`src/design/lhp_defs.svh`:
```
// Purpose: constants for the LCD controller host bus port
// Assumes: 8-bit host data bus, straps static after reset
// Notes: strap field sits in bits 4:2 of the strap word
`ifndef LHP_DEFS_SVH
`define LHP_DEFS_SVH
`define LHP_STYLE_LSB      2
`define LHP_STYLE_MSB      4
`define LHP_STYLE_SEP      3'h0
`define LHP_STYLE_RWE      3'h1
`define LHP_STYLE_RWDS     3'h2
`define LHP_DIV_4          2'h0
`define LHP_DIV_8          2'h1
`define LHP_DIV_16         2'h2
`define LHP_DIV_4_CNT      5'h04
`define LHP_DIV_8_CNT      5'h08
`define LHP_DIV_16_CNT     5'h10
`define LHP_WIDTH_OFFSET   4'h1
`define LHP_BITS_PER_BYTE  8
`define LHP_TOTAL_MARGIN   2
`endif

```
`src/design/lhp_pkg.sv`:
```
// Purpose: types for the LCD controller host bus port
// Assumes: lhp_defs.svh holds all numbers
// Notes: none
package lhp_pkg;
  typedef enum logic [2:0] {
    LHP_SEP  = 3'b000,
    LHP_RWE  = 3'b001,
    LHP_RWDS = 3'b010
  } lhp_style_t;

  typedef enum logic [1:0] {
    LHP_OP_NONE = 2'b00,
    LHP_OP_READ = 2'b01,
    LHP_OP_DATA = 2'b10,
    LHP_OP_CMD  = 2'b11
  } lhp_op_t;

  typedef struct packed {
    logic       sel;
    logic       rd_n;
    logic       wr_n;
  } lhp_pins_t;

  typedef struct packed {
    lhp_op_t    op;
    logic [7:0] cmd;
    logic [3:0] param_idx;
    logic [7:0] data;
  } lhp_req_t;
endpackage : lhp_pkg

```
`src/design/lhp_host_port.sv`:
```
// Purpose: decode host strobes into read, data write and command write
// Assumes: straps tied, pins asynchronous to sys_clk
// Notes: one operation is taken per strobe assertion
//
// Behaviour
// RULE1: The strap field chooses one of three bus styles and is static.
// RULE2: Separate strobes: read sel1 rd0 wr1, data sel0 wr0, cmd sel1 wr0.
// RULE3: Enable high: read sel1 dir1, data sel0 dir0, cmd sel1 dir0.
// RULE4: Direction plus low strobe: same decode as with enable, strobe low.
// RULE5: The host wires select to its address bit zero.
// RULE6: Count parameters are stored as value minus one.
// RULE7: The host programs bytes per line rounded up from pixel width over 8.
// RULE8: The host programs total addresses per line at least bytes plus 2.
// RULE9: The frame clock divider is 4, 8 or 16 only.
// RULE10: Pixels right of the last whole character field are blanked.
// RULE11: Data writes after a command fill its parameters in order.
`timescale 1ns/1ps
`include "lhp_defs.svh"
module lhp_host_port (
  input  wire logic       sys_clk,
  input  wire logic       rst,
  input  wire logic [4:0] bus_config_straps,
  input  wire logic       cmd_data_select,
  input  wire logic       rd_n,
  input  wire logic       wr_n,
  input  wire logic [7:0] data_in,
  input  wire logic [7:0] rd_data,
  input  wire logic [1:0] sysclk_divider,
  input  wire logic [3:0] char_field_width,
  input  wire logic [3:0] pixel_in_field,
  input  wire logic       pixel_in,
  input  wire logic       last_field,
  input  wire logic [3:0] pixels_left,
  output logic [7:0]      data_out,
  output logic            data_oe,
  output logic            rd_pulse,
  output logic            data_wr_pulse,
  output logic            cmd_wr_pulse,
  output logic [7:0]      cmd_out,
  output logic [3:0]      param_idx,
  output logic [7:0]      wr_data,
  output logic            frame_tick,
  output logic            pixel_out
);
  logic [2:0] sel_s1_reg, sel_s2_reg;
  logic [2:0] sel_s_next;
  logic [7:0] din_s1_reg, din_s2_reg;
  lhp_pkg::lhp_pins_t pins;
  logic [2:0] style_reg, style_next;
  logic       strap_done_reg, strap_done_next;
  lhp_pkg::lhp_op_t op_now;
  logic       active_prev_reg, active_now;
  logic [7:0] cmd_reg, cmd_next;
  logic [3:0] idx_reg, idx_next;
  logic [7:0] dout_reg, dout_next;
  logic       oe_reg, oe_next;
  logic       rdp_reg, rdp_next, dwp_reg, dwp_next, cwp_reg, cwp_next;
  logic [7:0] wdat_reg, wdat_next;
  logic       pix_reg, pix_next;
  logic       tick_w, tick_reg;
  logic [4:0] field_px;

  // Two flops on every pin before decode
  always_comb begin
    sel_s_next = {cmd_data_select, rd_n, wr_n};
  end

  always_ff @(posedge sys_clk or posedge rst) begin
    if (rst) begin
      sel_s1_reg <= 3'b011;
      sel_s2_reg <= 3'b011;
      din_s1_reg <= 8'h00;
      din_s2_reg <= 8'h00;
    end else begin
      sel_s1_reg <= sel_s_next;
      sel_s2_reg <= sel_s1_reg;
      din_s1_reg <= data_in;
      din_s2_reg <= din_s1_reg;
    end
  end

  assign pins = sel_s2_reg;

  // Straps caught once after reset release, never followed afterwards
  always_comb begin
    style_next      = style_reg;
    strap_done_next = 1'b1;
    if (!strap_done_reg) begin
      style_next = bus_config_straps[`LHP_STYLE_MSB:`LHP_STYLE_LSB]; // RULE1
    end
  end

  always_ff @(posedge sys_clk or posedge rst) begin
    if (rst) begin
      style_reg      <= `LHP_STYLE_SEP;
      strap_done_reg <= 1'b0;
    end else begin
      style_reg      <= style_next;
      strap_done_reg <= strap_done_next;
    end
  end

  // Decode per style; rd_n pin carries enable or strobe in other styles
  always_comb begin
    op_now = lhp_pkg::LHP_OP_NONE;
    unique case (style_reg)
      `LHP_STYLE_RWE: begin
        if (pins.rd_n) begin
          if (pins.sel && pins.wr_n)
            op_now = lhp_pkg::LHP_OP_READ; // RULE3
          else if (!pins.sel && !pins.wr_n)
            op_now = lhp_pkg::LHP_OP_DATA; // RULE3
          else if (pins.sel && !pins.wr_n)
            op_now = lhp_pkg::LHP_OP_CMD;  // RULE3
        end
      end
      `LHP_STYLE_RWDS: begin
        if (!pins.rd_n) begin
          if (pins.sel && pins.wr_n)
            op_now = lhp_pkg::LHP_OP_READ; // RULE4
          else if (!pins.sel && !pins.wr_n)
            op_now = lhp_pkg::LHP_OP_DATA; // RULE4
          else if (pins.sel && !pins.wr_n)
            op_now = lhp_pkg::LHP_OP_CMD;  // RULE4
        end
      end
      default: begin
        if (pins.sel && !pins.rd_n && pins.wr_n)
          op_now = lhp_pkg::LHP_OP_READ; // RULE2
        else if (!pins.sel && pins.rd_n && !pins.wr_n)
          op_now = lhp_pkg::LHP_OP_DATA; // RULE2
        else if (pins.sel && pins.rd_n && !pins.wr_n)
          op_now = lhp_pkg::LHP_OP_CMD;  // RULE2
      end
    endcase
    active_now = (op_now != lhp_pkg::LHP_OP_NONE);
  end

  // Act on the first cycle of each strobe; a held strobe counts once
  always_comb begin
    cmd_next  = cmd_reg;
    idx_next  = idx_reg;
    dout_next = dout_reg;
    wdat_next = wdat_reg;
    rdp_next  = 1'b0;
    dwp_next  = 1'b0;
    cwp_next  = 1'b0;
    oe_next   = (op_now == lhp_pkg::LHP_OP_READ);
    if (oe_next)
      dout_next = rd_data;
    if (active_now && !active_prev_reg) begin
      unique case (op_now)
        lhp_pkg::LHP_OP_READ: rdp_next = 1'b1;
        lhp_pkg::LHP_OP_DATA: begin
          dwp_next  = 1'b1;
          wdat_next = din_s2_reg;
        end
        lhp_pkg::LHP_OP_CMD: begin
          cwp_next  = 1'b1;
          cmd_next  = din_s2_reg;
          idx_next  = 4'h0; // RULE11
        end
        default: ;
      endcase
    end
    if (dwp_reg && idx_reg != 4'hF)
      idx_next = idx_reg + 4'h1; // RULE11
  end

  always_ff @(posedge sys_clk or posedge rst) begin
    if (rst) begin
      active_prev_reg <= 1'b0;
      cmd_reg         <= 8'h00;
      idx_reg         <= 4'h0;
      dout_reg        <= 8'h00;
      oe_reg          <= 1'b0;
      rdp_reg         <= 1'b0;
      dwp_reg         <= 1'b0;
      cwp_reg         <= 1'b0;
      wdat_reg        <= 8'h00;
    end else begin
      active_prev_reg <= active_now;
      cmd_reg         <= cmd_next;
      idx_reg         <= idx_next;
      dout_reg        <= dout_next;
      oe_reg          <= oe_next;
      rdp_reg         <= rdp_next;
      dwp_reg         <= dwp_next;
      cwp_reg         <= cwp_next;
      wdat_reg        <= wdat_next;
    end
  end

  lhp_clk_div u_div (
    .sys_clk (sys_clk),
    .rst     (rst),
    .sel     (sysclk_divider),
    .tick    (tick_w)
  );

  // Field width is stored minus one; blank partial field at line end
  assign field_px = {1'b0, char_field_width} + 5'(`LHP_WIDTH_OFFSET); // RULE6

  always_comb begin
    pix_next = pixel_in;
    if (last_field && ({1'b0, pixel_in_field} >= {1'b0, pixels_left}))
      pix_next = 1'b0; // RULE10
    if ({1'b0, pixel_in_field} >= field_px)
      pix_next = 1'b0;
  end

  always_ff @(posedge sys_clk or posedge rst) begin
    if (rst) begin
      pix_reg  <= 1'b0;
      tick_reg <= 1'b0;
    end else begin
      pix_reg  <= pix_next;
      tick_reg <= tick_w;
    end
  end

  assign data_out      = dout_reg;
  assign data_oe       = oe_reg;
  assign rd_pulse      = rdp_reg;
  assign data_wr_pulse = dwp_reg;
  assign cmd_wr_pulse  = cwp_reg;
  assign cmd_out       = cmd_reg;
  assign param_idx     = idx_reg;
  assign wr_data       = wdat_reg;
  assign frame_tick    = tick_reg;
  assign pixel_out     = pix_reg;

  property p_cmd_resets_idx;
    @(posedge sys_clk) disable iff (rst)
      cwp_reg |-> idx_reg == 4'h0;
  endproperty
  a_cmd_resets_idx: assert property (p_cmd_resets_idx) // RULE11
    else $error("param index not cleared by command");

  property p_data_advances;
    @(posedge sys_clk) disable iff (rst)
      (dwp_reg && idx_reg != 4'hF) |=> idx_reg == $past(idx_reg) + 4'h1;
  endproperty
  a_data_advances: assert property (p_data_advances) // RULE11
    else $error("param index did not advance");

  property p_sep_cmd;
    @(posedge sys_clk) disable iff (rst)
      (style_reg == `LHP_STYLE_SEP && cwp_reg) |->
        $past(pins.sel) && !$past(pins.wr_n) && $past(pins.rd_n);
  endproperty
  a_sep_cmd: assert property (p_sep_cmd) // RULE2
    else $error("separate style command decode wrong");

  property p_rwe_read;
    @(posedge sys_clk) disable iff (rst)
      (style_reg == `LHP_STYLE_RWE && rdp_reg) |->
        $past(pins.rd_n) && $past(pins.sel) && $past(pins.wr_n);
  endproperty
  a_rwe_read: assert property (p_rwe_read) // RULE3
    else $error("enable style read decode wrong");

  property p_rwds_data;
    @(posedge sys_clk) disable iff (rst)
      (style_reg == `LHP_STYLE_RWDS && dwp_reg) |->
        !$past(pins.rd_n) && !$past(pins.sel) && !$past(pins.wr_n);
  endproperty
  a_rwds_data: assert property (p_rwds_data) // RULE4
    else $error("strobe style data decode wrong");

  property p_style_static;
    @(posedge sys_clk) disable iff (rst)
      strap_done_reg |=> $stable(style_reg);
  endproperty
  a_style_static: assert property (p_style_static) // RULE1
    else $error("bus style changed after capture");

  property p_one_pulse;
    @(posedge sys_clk) disable iff (rst)
      (rdp_reg || dwp_reg || cwp_reg) |=> !(rdp_reg || dwp_reg || cwp_reg);
  endproperty
  a_one_pulse: assert property (p_one_pulse) // RULE2
    else $error("operation pulse longer than one cycle");

  property p_blank;
    @(posedge sys_clk) disable iff (rst)
      (last_field && pixel_in_field >= pixels_left) |=> !pix_reg;
  endproperty
  a_blank: assert property (p_blank) // RULE10
    else $error("leftover pixel not blanked");

  property p_tick_gap;
    @(posedge sys_clk) disable iff (rst)
      (tick_reg && sysclk_divider == `LHP_DIV_4) |=> !tick_reg [*3];
  endproperty
  a_tick_gap: assert property (p_tick_gap) // RULE9
    else $error("divide by 4 tick spacing wrong");

  c_read: cover property (@(posedge sys_clk) rdp_reg);
  c_cmd_then_data: cover property (@(posedge sys_clk)
    cwp_reg ##[1:40] dwp_reg);
  c_blank: cover property (@(posedge sys_clk) last_field && !pix_reg);
endmodule : lhp_host_port

```
`src/design/lhp_clk_div.sv`:
```
// Purpose: frame timing tick from the system clock by 4, 8 or 16
// Assumes: sel is stable between frames
// Notes: illegal selector codes fall back to divide by 4
`timescale 1ns/1ps
`include "lhp_defs.svh"
module lhp_clk_div (
  input  wire logic       sys_clk,
  input  wire logic       rst,
  input  wire logic [1:0] sel,
  output logic            tick
);
  logic [4:0] cnt_reg;
  logic [4:0] cnt_next;
  logic [4:0] limit;
  logic       tick_reg;
  logic       tick_next;

  always_comb begin
    unique case (sel)
      `LHP_DIV_8:  limit = `LHP_DIV_8_CNT;  // RULE9
      `LHP_DIV_16: limit = `LHP_DIV_16_CNT; // RULE9
      default:     limit = `LHP_DIV_4_CNT;  // RULE9
    endcase
    // Compare with >= so a smaller divider chosen mid-count does not
    // send the counter round its full range
    tick_next = (cnt_reg >= limit - 5'h01);
    cnt_next  = tick_next ? 5'h00 : cnt_reg + 5'h01;
  end

  always_ff @(posedge sys_clk or posedge rst) begin
    if (rst) begin
      cnt_reg  <= 5'h00;
      tick_reg <= 1'b0;
    end else begin
      cnt_reg  <= cnt_next;
      tick_reg <= tick_next;
    end
  end

  assign tick = tick_reg;
endmodule : lhp_clk_div

```
`config.mk`:
```
export PLATFORM = sky130hd
export DESIGN_NAME = lhp_host_port
export DESIGN_NICKNAME = d
export VERILOG_FILES = /design/src/design/lhp_pkg.sv /design/src/design/lhp_host_port.sv /design/src/design/lhp_clk_div.sv
export VERILOG_INCLUDE_DIRS = /design/src /design/src/design
export SDC_FILE = /design/constraint.sdc
export NUM_CORES = 1
export LEC_CHECK = 0
export BUFFER_PORTS_ARGS = -buffer_cell sky130_fd_sc_hd__buf_4
export CAP_MARGIN = 10
export CORE_ASPECT_RATIO = 0.8
export CORE_MARGIN = 5
export CORE_UTILIZATION = 40
export DETAILED_ROUTE_END_ITERATION = 8
export GPL_ROUTABILITY_DRIVEN = 0
export HOLD_SLACK_MARGIN = 0.05
export PLACE_DENSITY = 0.62
export SYNTH_ARGS = -nofsm -noshare
export SYNTH_HDL_FRONTEND = slang
export SYNTH_HIERARCHICAL = 1
export SYNTH_SLANG_ARGS = --single-unit
```
`constraint.sdc`:
```
create_clock -name sys_clk -period 1.9 [get_ports sys_clk]
set_clock_uncertainty 0.05 [all_clocks]
set_input_delay 0.19 -clock sys_clk [delete_from_list [all_inputs] [get_ports sys_clk]]
set_output_delay 0.19 -clock sys_clk [all_outputs]
set_load 0.02 [all_outputs]
```
Word-level counts from Yosys, hierarchy flattened
Index checks and enable logic that the tools add are counted.
Word-level totals
  bits in registers: 67
  word-level logic and storage cells: 78
  input port bits: 42
Cells by class
  eq/ne operators: 8
  order comparisons: 3
  add/sub/neg operators: 4
  muxes and demuxes: 22
  reductions and logical operators: 22
Operator list (count)
  $mux W2: 8
  $logic_and A1 B1 Y1: 12
  $mux W4: 3
  $pmux W5 S2: 1
  $mux W1: 8
  $eq A2 B2 Y1 const B: 3
  $reduce_and A2 Y1: 3
  $reduce_bool A2 Y1: 3
  $add A4 B1 Y5 const B: 1
  $add A5 B1 Y5 const B: 1
  $ge A4 B5 Y1: 1
  $ge A5 B5 Y1: 1
  $mux W5: 1
  $sub A5 B1 Y5 const B: 1
  $add A4 B1 Y4 const B: 1
  $eq A2 B1 Y1 const B: 2
  $ge A4 B4 Y1: 1
  $logic_not A1 Y1: 4
  $ne A4 B4 Y1 const B: 1
  $pmux W2 S2: 1
  $eq A3 B1 Y1 const B: 1
  $eq A3 B2 Y1 const B: 1

Longest topological paths before layout
  depth after elaboration: 11
  depth in mapped cells: 7

Cells and area by module
The synthesis kept the hierarchy.
Modules (own cells, without submodules)
  lhp_host_port: cells an instance 162, area an instance 2363.5 µm², times used 1
  lhp_clk_div: cells an instance 34, area an instance 364.1 µm², times used 1

Worst setup path after synthesis
No wires, ideal clock.
  path kind: register to register
  start: register sel_s2_reg[1], in the netlist pins[1]
  end: register cmd_reg[0], in the netlist cmd_out[0]
  clock period less this slack: 1.753 ns
  setup slack: 0.147 ns
  stages on the path, launching flop included: 5
  data arrival time: 1.578 ns
  cells stage by stage: dfstp_2 -> clkbuf_2 -> nor2b_1 -> o311ai_4 -> mux2_2
Between the ends
  word-level cells in the longest chain between the ends: 9
  elaborated cells on any way between the ends: 17
  classes of those cells: 1 x eq/ne; 6 x mux; 10 x reduce/logical
RTL lines
  start: declaration: line lhp_host_port.sv:45  | logic [2:0] sel_s1_reg, sel_s2_reg;
  start signal: assignment: line lhp_host_port.sv:76  | sel_s2_reg <= sel_s1_reg;
  $logic_and A1 B1 Y1 (2 in series): line lhp_host_port.sv:132  | else if (pins.sel && pins.rd_n && !pins.wr_n)
  $mux W2: line lhp_host_port.sv:132
  $mux W2: line lhp_host_port.sv:130  | else if (!pins.sel && pins.rd_n && !pins.wr_n)
  $mux W2: line lhp_host_port.sv:128  | if (pins.sel && !pins.rd_n && pins.wr_n)
  $pmux W2 S2 *: line lhp_host_port.sv:106  | unique case (style_reg)
  $reduce_bool A2 Y1: line lhp_host_port.sv:136  | active_now = (op_now != lhp_pkg::LHP_OP_NONE);
  $logic_and A1 B1 Y1: line lhp_host_port.sv:151  | if (active_now && !active_prev_reg) begin
  $reduce_and A2 Y1 (no source line) *
  end signal: assignment: line lhp_host_port.sv:183  | cmd_reg <= cmd_next;
  end: declaration: line lhp_host_port.sv:53  | logic [7:0] cmd_reg, cmd_next;
Every way passes the cells marked *; elsewhere a longest branch is shown, timed or not.
A chain may end at the register's enable or synchronous reset.

Final worst setup path
  start: register style_reg[2]
  end: register cmd_reg[6], in the netlist cmd_out[6]
Between the ends
  word-level cells in the longest chain between the ends: 5
  elaborated cells on any way between the ends: 7
  classes of those cells: 3 x eq/ne; 1 x mux; 3 x reduce/logical
RTL lines
  start: declaration: line lhp_host_port.sv:49  | logic [2:0] style_reg, style_next;
  start signal: assignment: line lhp_host_port.sv:95  | style_reg <= `LHP_STYLE_SEP;
  start signal: assignment: line lhp_host_port.sv:98  | style_reg <= style_next;
  $eq A3 B2 Y1 / $eq A3 B1 Y1 (equally long branches): line lhp_host_port.sv:106
  $pmux W2 S2 *: line lhp_host_port.sv:106
  $reduce_bool A2 Y1: line lhp_host_port.sv:136
  $logic_and A1 B1 Y1: line lhp_host_port.sv:151
  $reduce_and A2 Y1 (no source line) *
Marked as above.

==> run summary <==
Summing all flip-flop and latch instances after layout gives 1682 um2. For this run, design rule violations remaining after detail routing come to 0. The initial cell density of the core was 0.4192. In this run the worst setup path begins at style_reg[2]. The kind of critical path is reg2reg. The core region is 6506 um2.

The run gives 0 as the number of hold-slack violations in the final timing report. The buffer levels on the longest clock path was 2; the post-synthesis area per instance was 13.92 um2. The maximum net fanout on the critical path was 6.

Most used standard cell by instance count after synthesis: dfrtp_1. The net count of the finished layout is 366. The layout cell share with drive strength beyond 1 was 0.4377.

The path category of the worst min-delay check is in2reg. The number of violations reported at the end of detailed-routing iteration 0 was 57; the y dimension of the die was 83.86 um. The run gives 3 as the level count of the clock H-tree. The tools report the share of the yosys chip area belonging to registers as 0.6165. The via count of the first global-routing pass is 1876. The share of flip-flops with an asynchronous set or reset after synthesis was 1.000.

The floorplan step set the die width to 102.3 um. Data on the critical path is required at its endpoint by 2.07 ns. The clock insertion delay at the later pin of the skew report was 0.33 ns. The combined global-route utilization of all metal layers is 0.1346. The run gives 397 as the post-layout instance count excluding filler cells.

Counting cells, the worst reg-to-reg path comes to 5. The final worst-path cycle share was 0.9547; the number of ports placed on the die boundary was 76. The count of buffers inserted at the top-level ports came out at 73. The number of vias per cell after detailed routing came out at 4.587.

The number of antenna violations at the first check in global routing is 0, and the post-synth net total is 254. The total setup buffers inserted after CTS was 0. The tools report the worst voltage drop across the vdd grid as 642.7 uV.

Global routing finished with a remaining overflow of 0. The cell area that synthesis handed to floorplanning was 2728 um2. Synthesis produced a netlist whose cell count is 196. The run finished with clean final reports.

Across the run, the number of max-cap violations was 0. The run gives 4 as the iteration count of the initial detailed-routing pass. The logs give 358 for the cell total after placement and 5293 um for the total routed wirelength. After clock tree synthesis, the clock-pin slew on the worst setup and hold paths is 0.07 ns. Post-synthesis sequential element count: 67. In the synthesized netlist, the cells that appear most often are 63 x dfrtp_1, 27 x mux2_2, 16 x ha_1. Relative to the synthesized area, the layout overhead comes to 41.88%. The final max-slew violation count was 0. Startpoint of the lowest-slack hold path: last_field. Summing internal, switching and leakage power gives 4.334 mW. TritonCTS built the clock tree. The run gives 0 as the remaining number of nets flagged by the antenna check after routing. Synthesis warning total: 6.

Summing all multi-input logic gate instances after layout gives 985.9 um2. After synthesis, the cell types taking the most area are dfrtp_1 58%, mux2_2 11%, ha_1 7.3%. Data on the critical path arrives at its endpoint at 1.98 ns. The per-cell routed wire length works out to 13.33 um. The wire-length estimate of the detail-placed layout is 3900 um. The path with the worst hold slack has its endpoint at pixel_out. STA classifies the critical path startpoint as a flop. The endpoint of the worst register-to-register path was cmd_out[6]. The total negative slack is 0 ns. Summed over all cells, the static leakage comes to 1.860 nW. The floorplan step defined a die boundary enclosing 8581 um2.

Setup violations remaining at the end of the flow were counted as 0. The largest total area in the synthesized netlist belongs to dfrtp_1. After filler insertion, the fill cell instance count of the layout stands at 559. The number of distinct standard cells referenced by the synthesized netlist was 40. In this run the clock root is driven by a clkbuf_8. The number of CTS-inserted buffers came out at 9. For the pin count of the biggest net entering global routing, the log shows 34. For the finished layout, the period the worst path requires is 1.814 ns.

Setup repair after global routing left no endpoint under its margin. The portion of synthesized cell area occupied by the leading cell type is 0.5780. The repair_antennas step left the layout with diodes totalling 0.

The critical path capture point type was a flop. The first global-routing pass estimated 8728 um of wire. The worst hold path was traced through 3 stages.

The floorplan has 26 rows. The clock drives 67 sinks. In this run the power density over the cells is 1120 nW/um2. The detailed router placed 1821 vias in this run. The number of synthesized flops with an enable pin came out at 0. The worst register-to-register path has a setup slack of 0.09 ns. For this run, the leading register cell type out of synthesis is dfrtp_1. The worst register-to-register path begins at style_reg[2]. Maximum clock frequency: 0.5513 GHz.
## routing by layer
layer | track usage | wire length, um | part of all wire
met3 | 0.06600 | 356 | 0.067
met2 | 0.2088 | 2650 | 0.50
met1 | 0.1635 | 2249 | 0.42
met4 | 0.04291 | 36 | 0.0068
met5 | 0 | 0 | 0
## worst max-delay path, cell delays in order (launching register included)
cell and delay [ns]:
dfrtp_1 0.43, nor3b_2 0.29, nor2_1 0.12, o311ai_4 0.26
buf_4 0.21, mux2_2 0.34
## through the flow
step                      setup WS [ns]  instance area (um2)  utilization  hold WS, ns
after global routing           0.005307                 3870       0.5948      0.05847
after detailed placement        0.09398                 3436       0.5281      0.09144
after floorplan                  0.1470                 2728            -     -0.06904
final                           0.08605                 3870       0.5948      0.07783
after CTS                       0.07133                 3867       0.5944      0.05331
after global placement           0.1439                 3436       0.5281      0.08491
## what timing repair did
action                                  4_1_cts  5_1_grt
hold endpoints to repair                     42        0
endpoints found under the setup margin        0        1
hold buffers                                 23        0
resized for setup                             0        1
## cell type report
cell class | instances | area share
multi-input combinational | 113 | 0.2548
inverter | 14 | 0.01358
tap | 84 | 0.02716
clock inverter | 1 | 0.001293
clock buffer | 15 | 0.05076
timing repair buffer | 103 | 0.2179
sequential | 67 | 0.4345
## cell families (layout without fill, tap and decap cells)
logic type	count (synthesis)	in the layout	share of synthesized area
adder cells (fa/ha/maj)	16	16	0.07339
XOR/XNOR	7	7	0.02248
AND/OR/NAND/NOR	43	43	0.09129
other	1	1	0.001375
multiplexers	27	27	0.1115
flip-flops	67	67	0.6165
AO/OA/AOI/OAI	19	19	0.06056
buffers and inverters	16	133	0.02293
## layout by cell type (no fill, tap or decap), types with 2 or more instances in the layout
master	count
a21oi_2	2
inv_1	13
nor3_1	4
nor3b_1	2
buf_4	79
nand3_1	8
o21bai_1	2
ha_1	16
dfrtp_1	63
mux2_2	27
dfstp_2	4
nand2b_1	3
nor2_1	7
clkbuf_8	14
dlygate4sd3_1	23
xnor2_1	4
xor2_1	3
o21ai_0	4
nand2_1	8
## report_power, final
group	switching, mW	total (mW)	internal (mW)
Clock	0.486	1.14	0.651
Sequential	0.210	1.93	1.72
Combinational	0.622	1.26	0.642
Total	1.32	4.33	3.02
## worst max path at each step
| stage | endpoint | slack (ns) |
|---|---|---|
| after CTS | cmd_out[6] | 0.07 |
| final | cmd_out[6] | 0.09 |
| after global placement | param_idx[3] | 0.14 |
| after global routing | cmd_out[6] | 0.005 |
| after floorplan | active_prev_reg | 0.15 |
| after detailed placement | param_idx[3] | 0.09 |
Power figures use the tool's default switching activity.
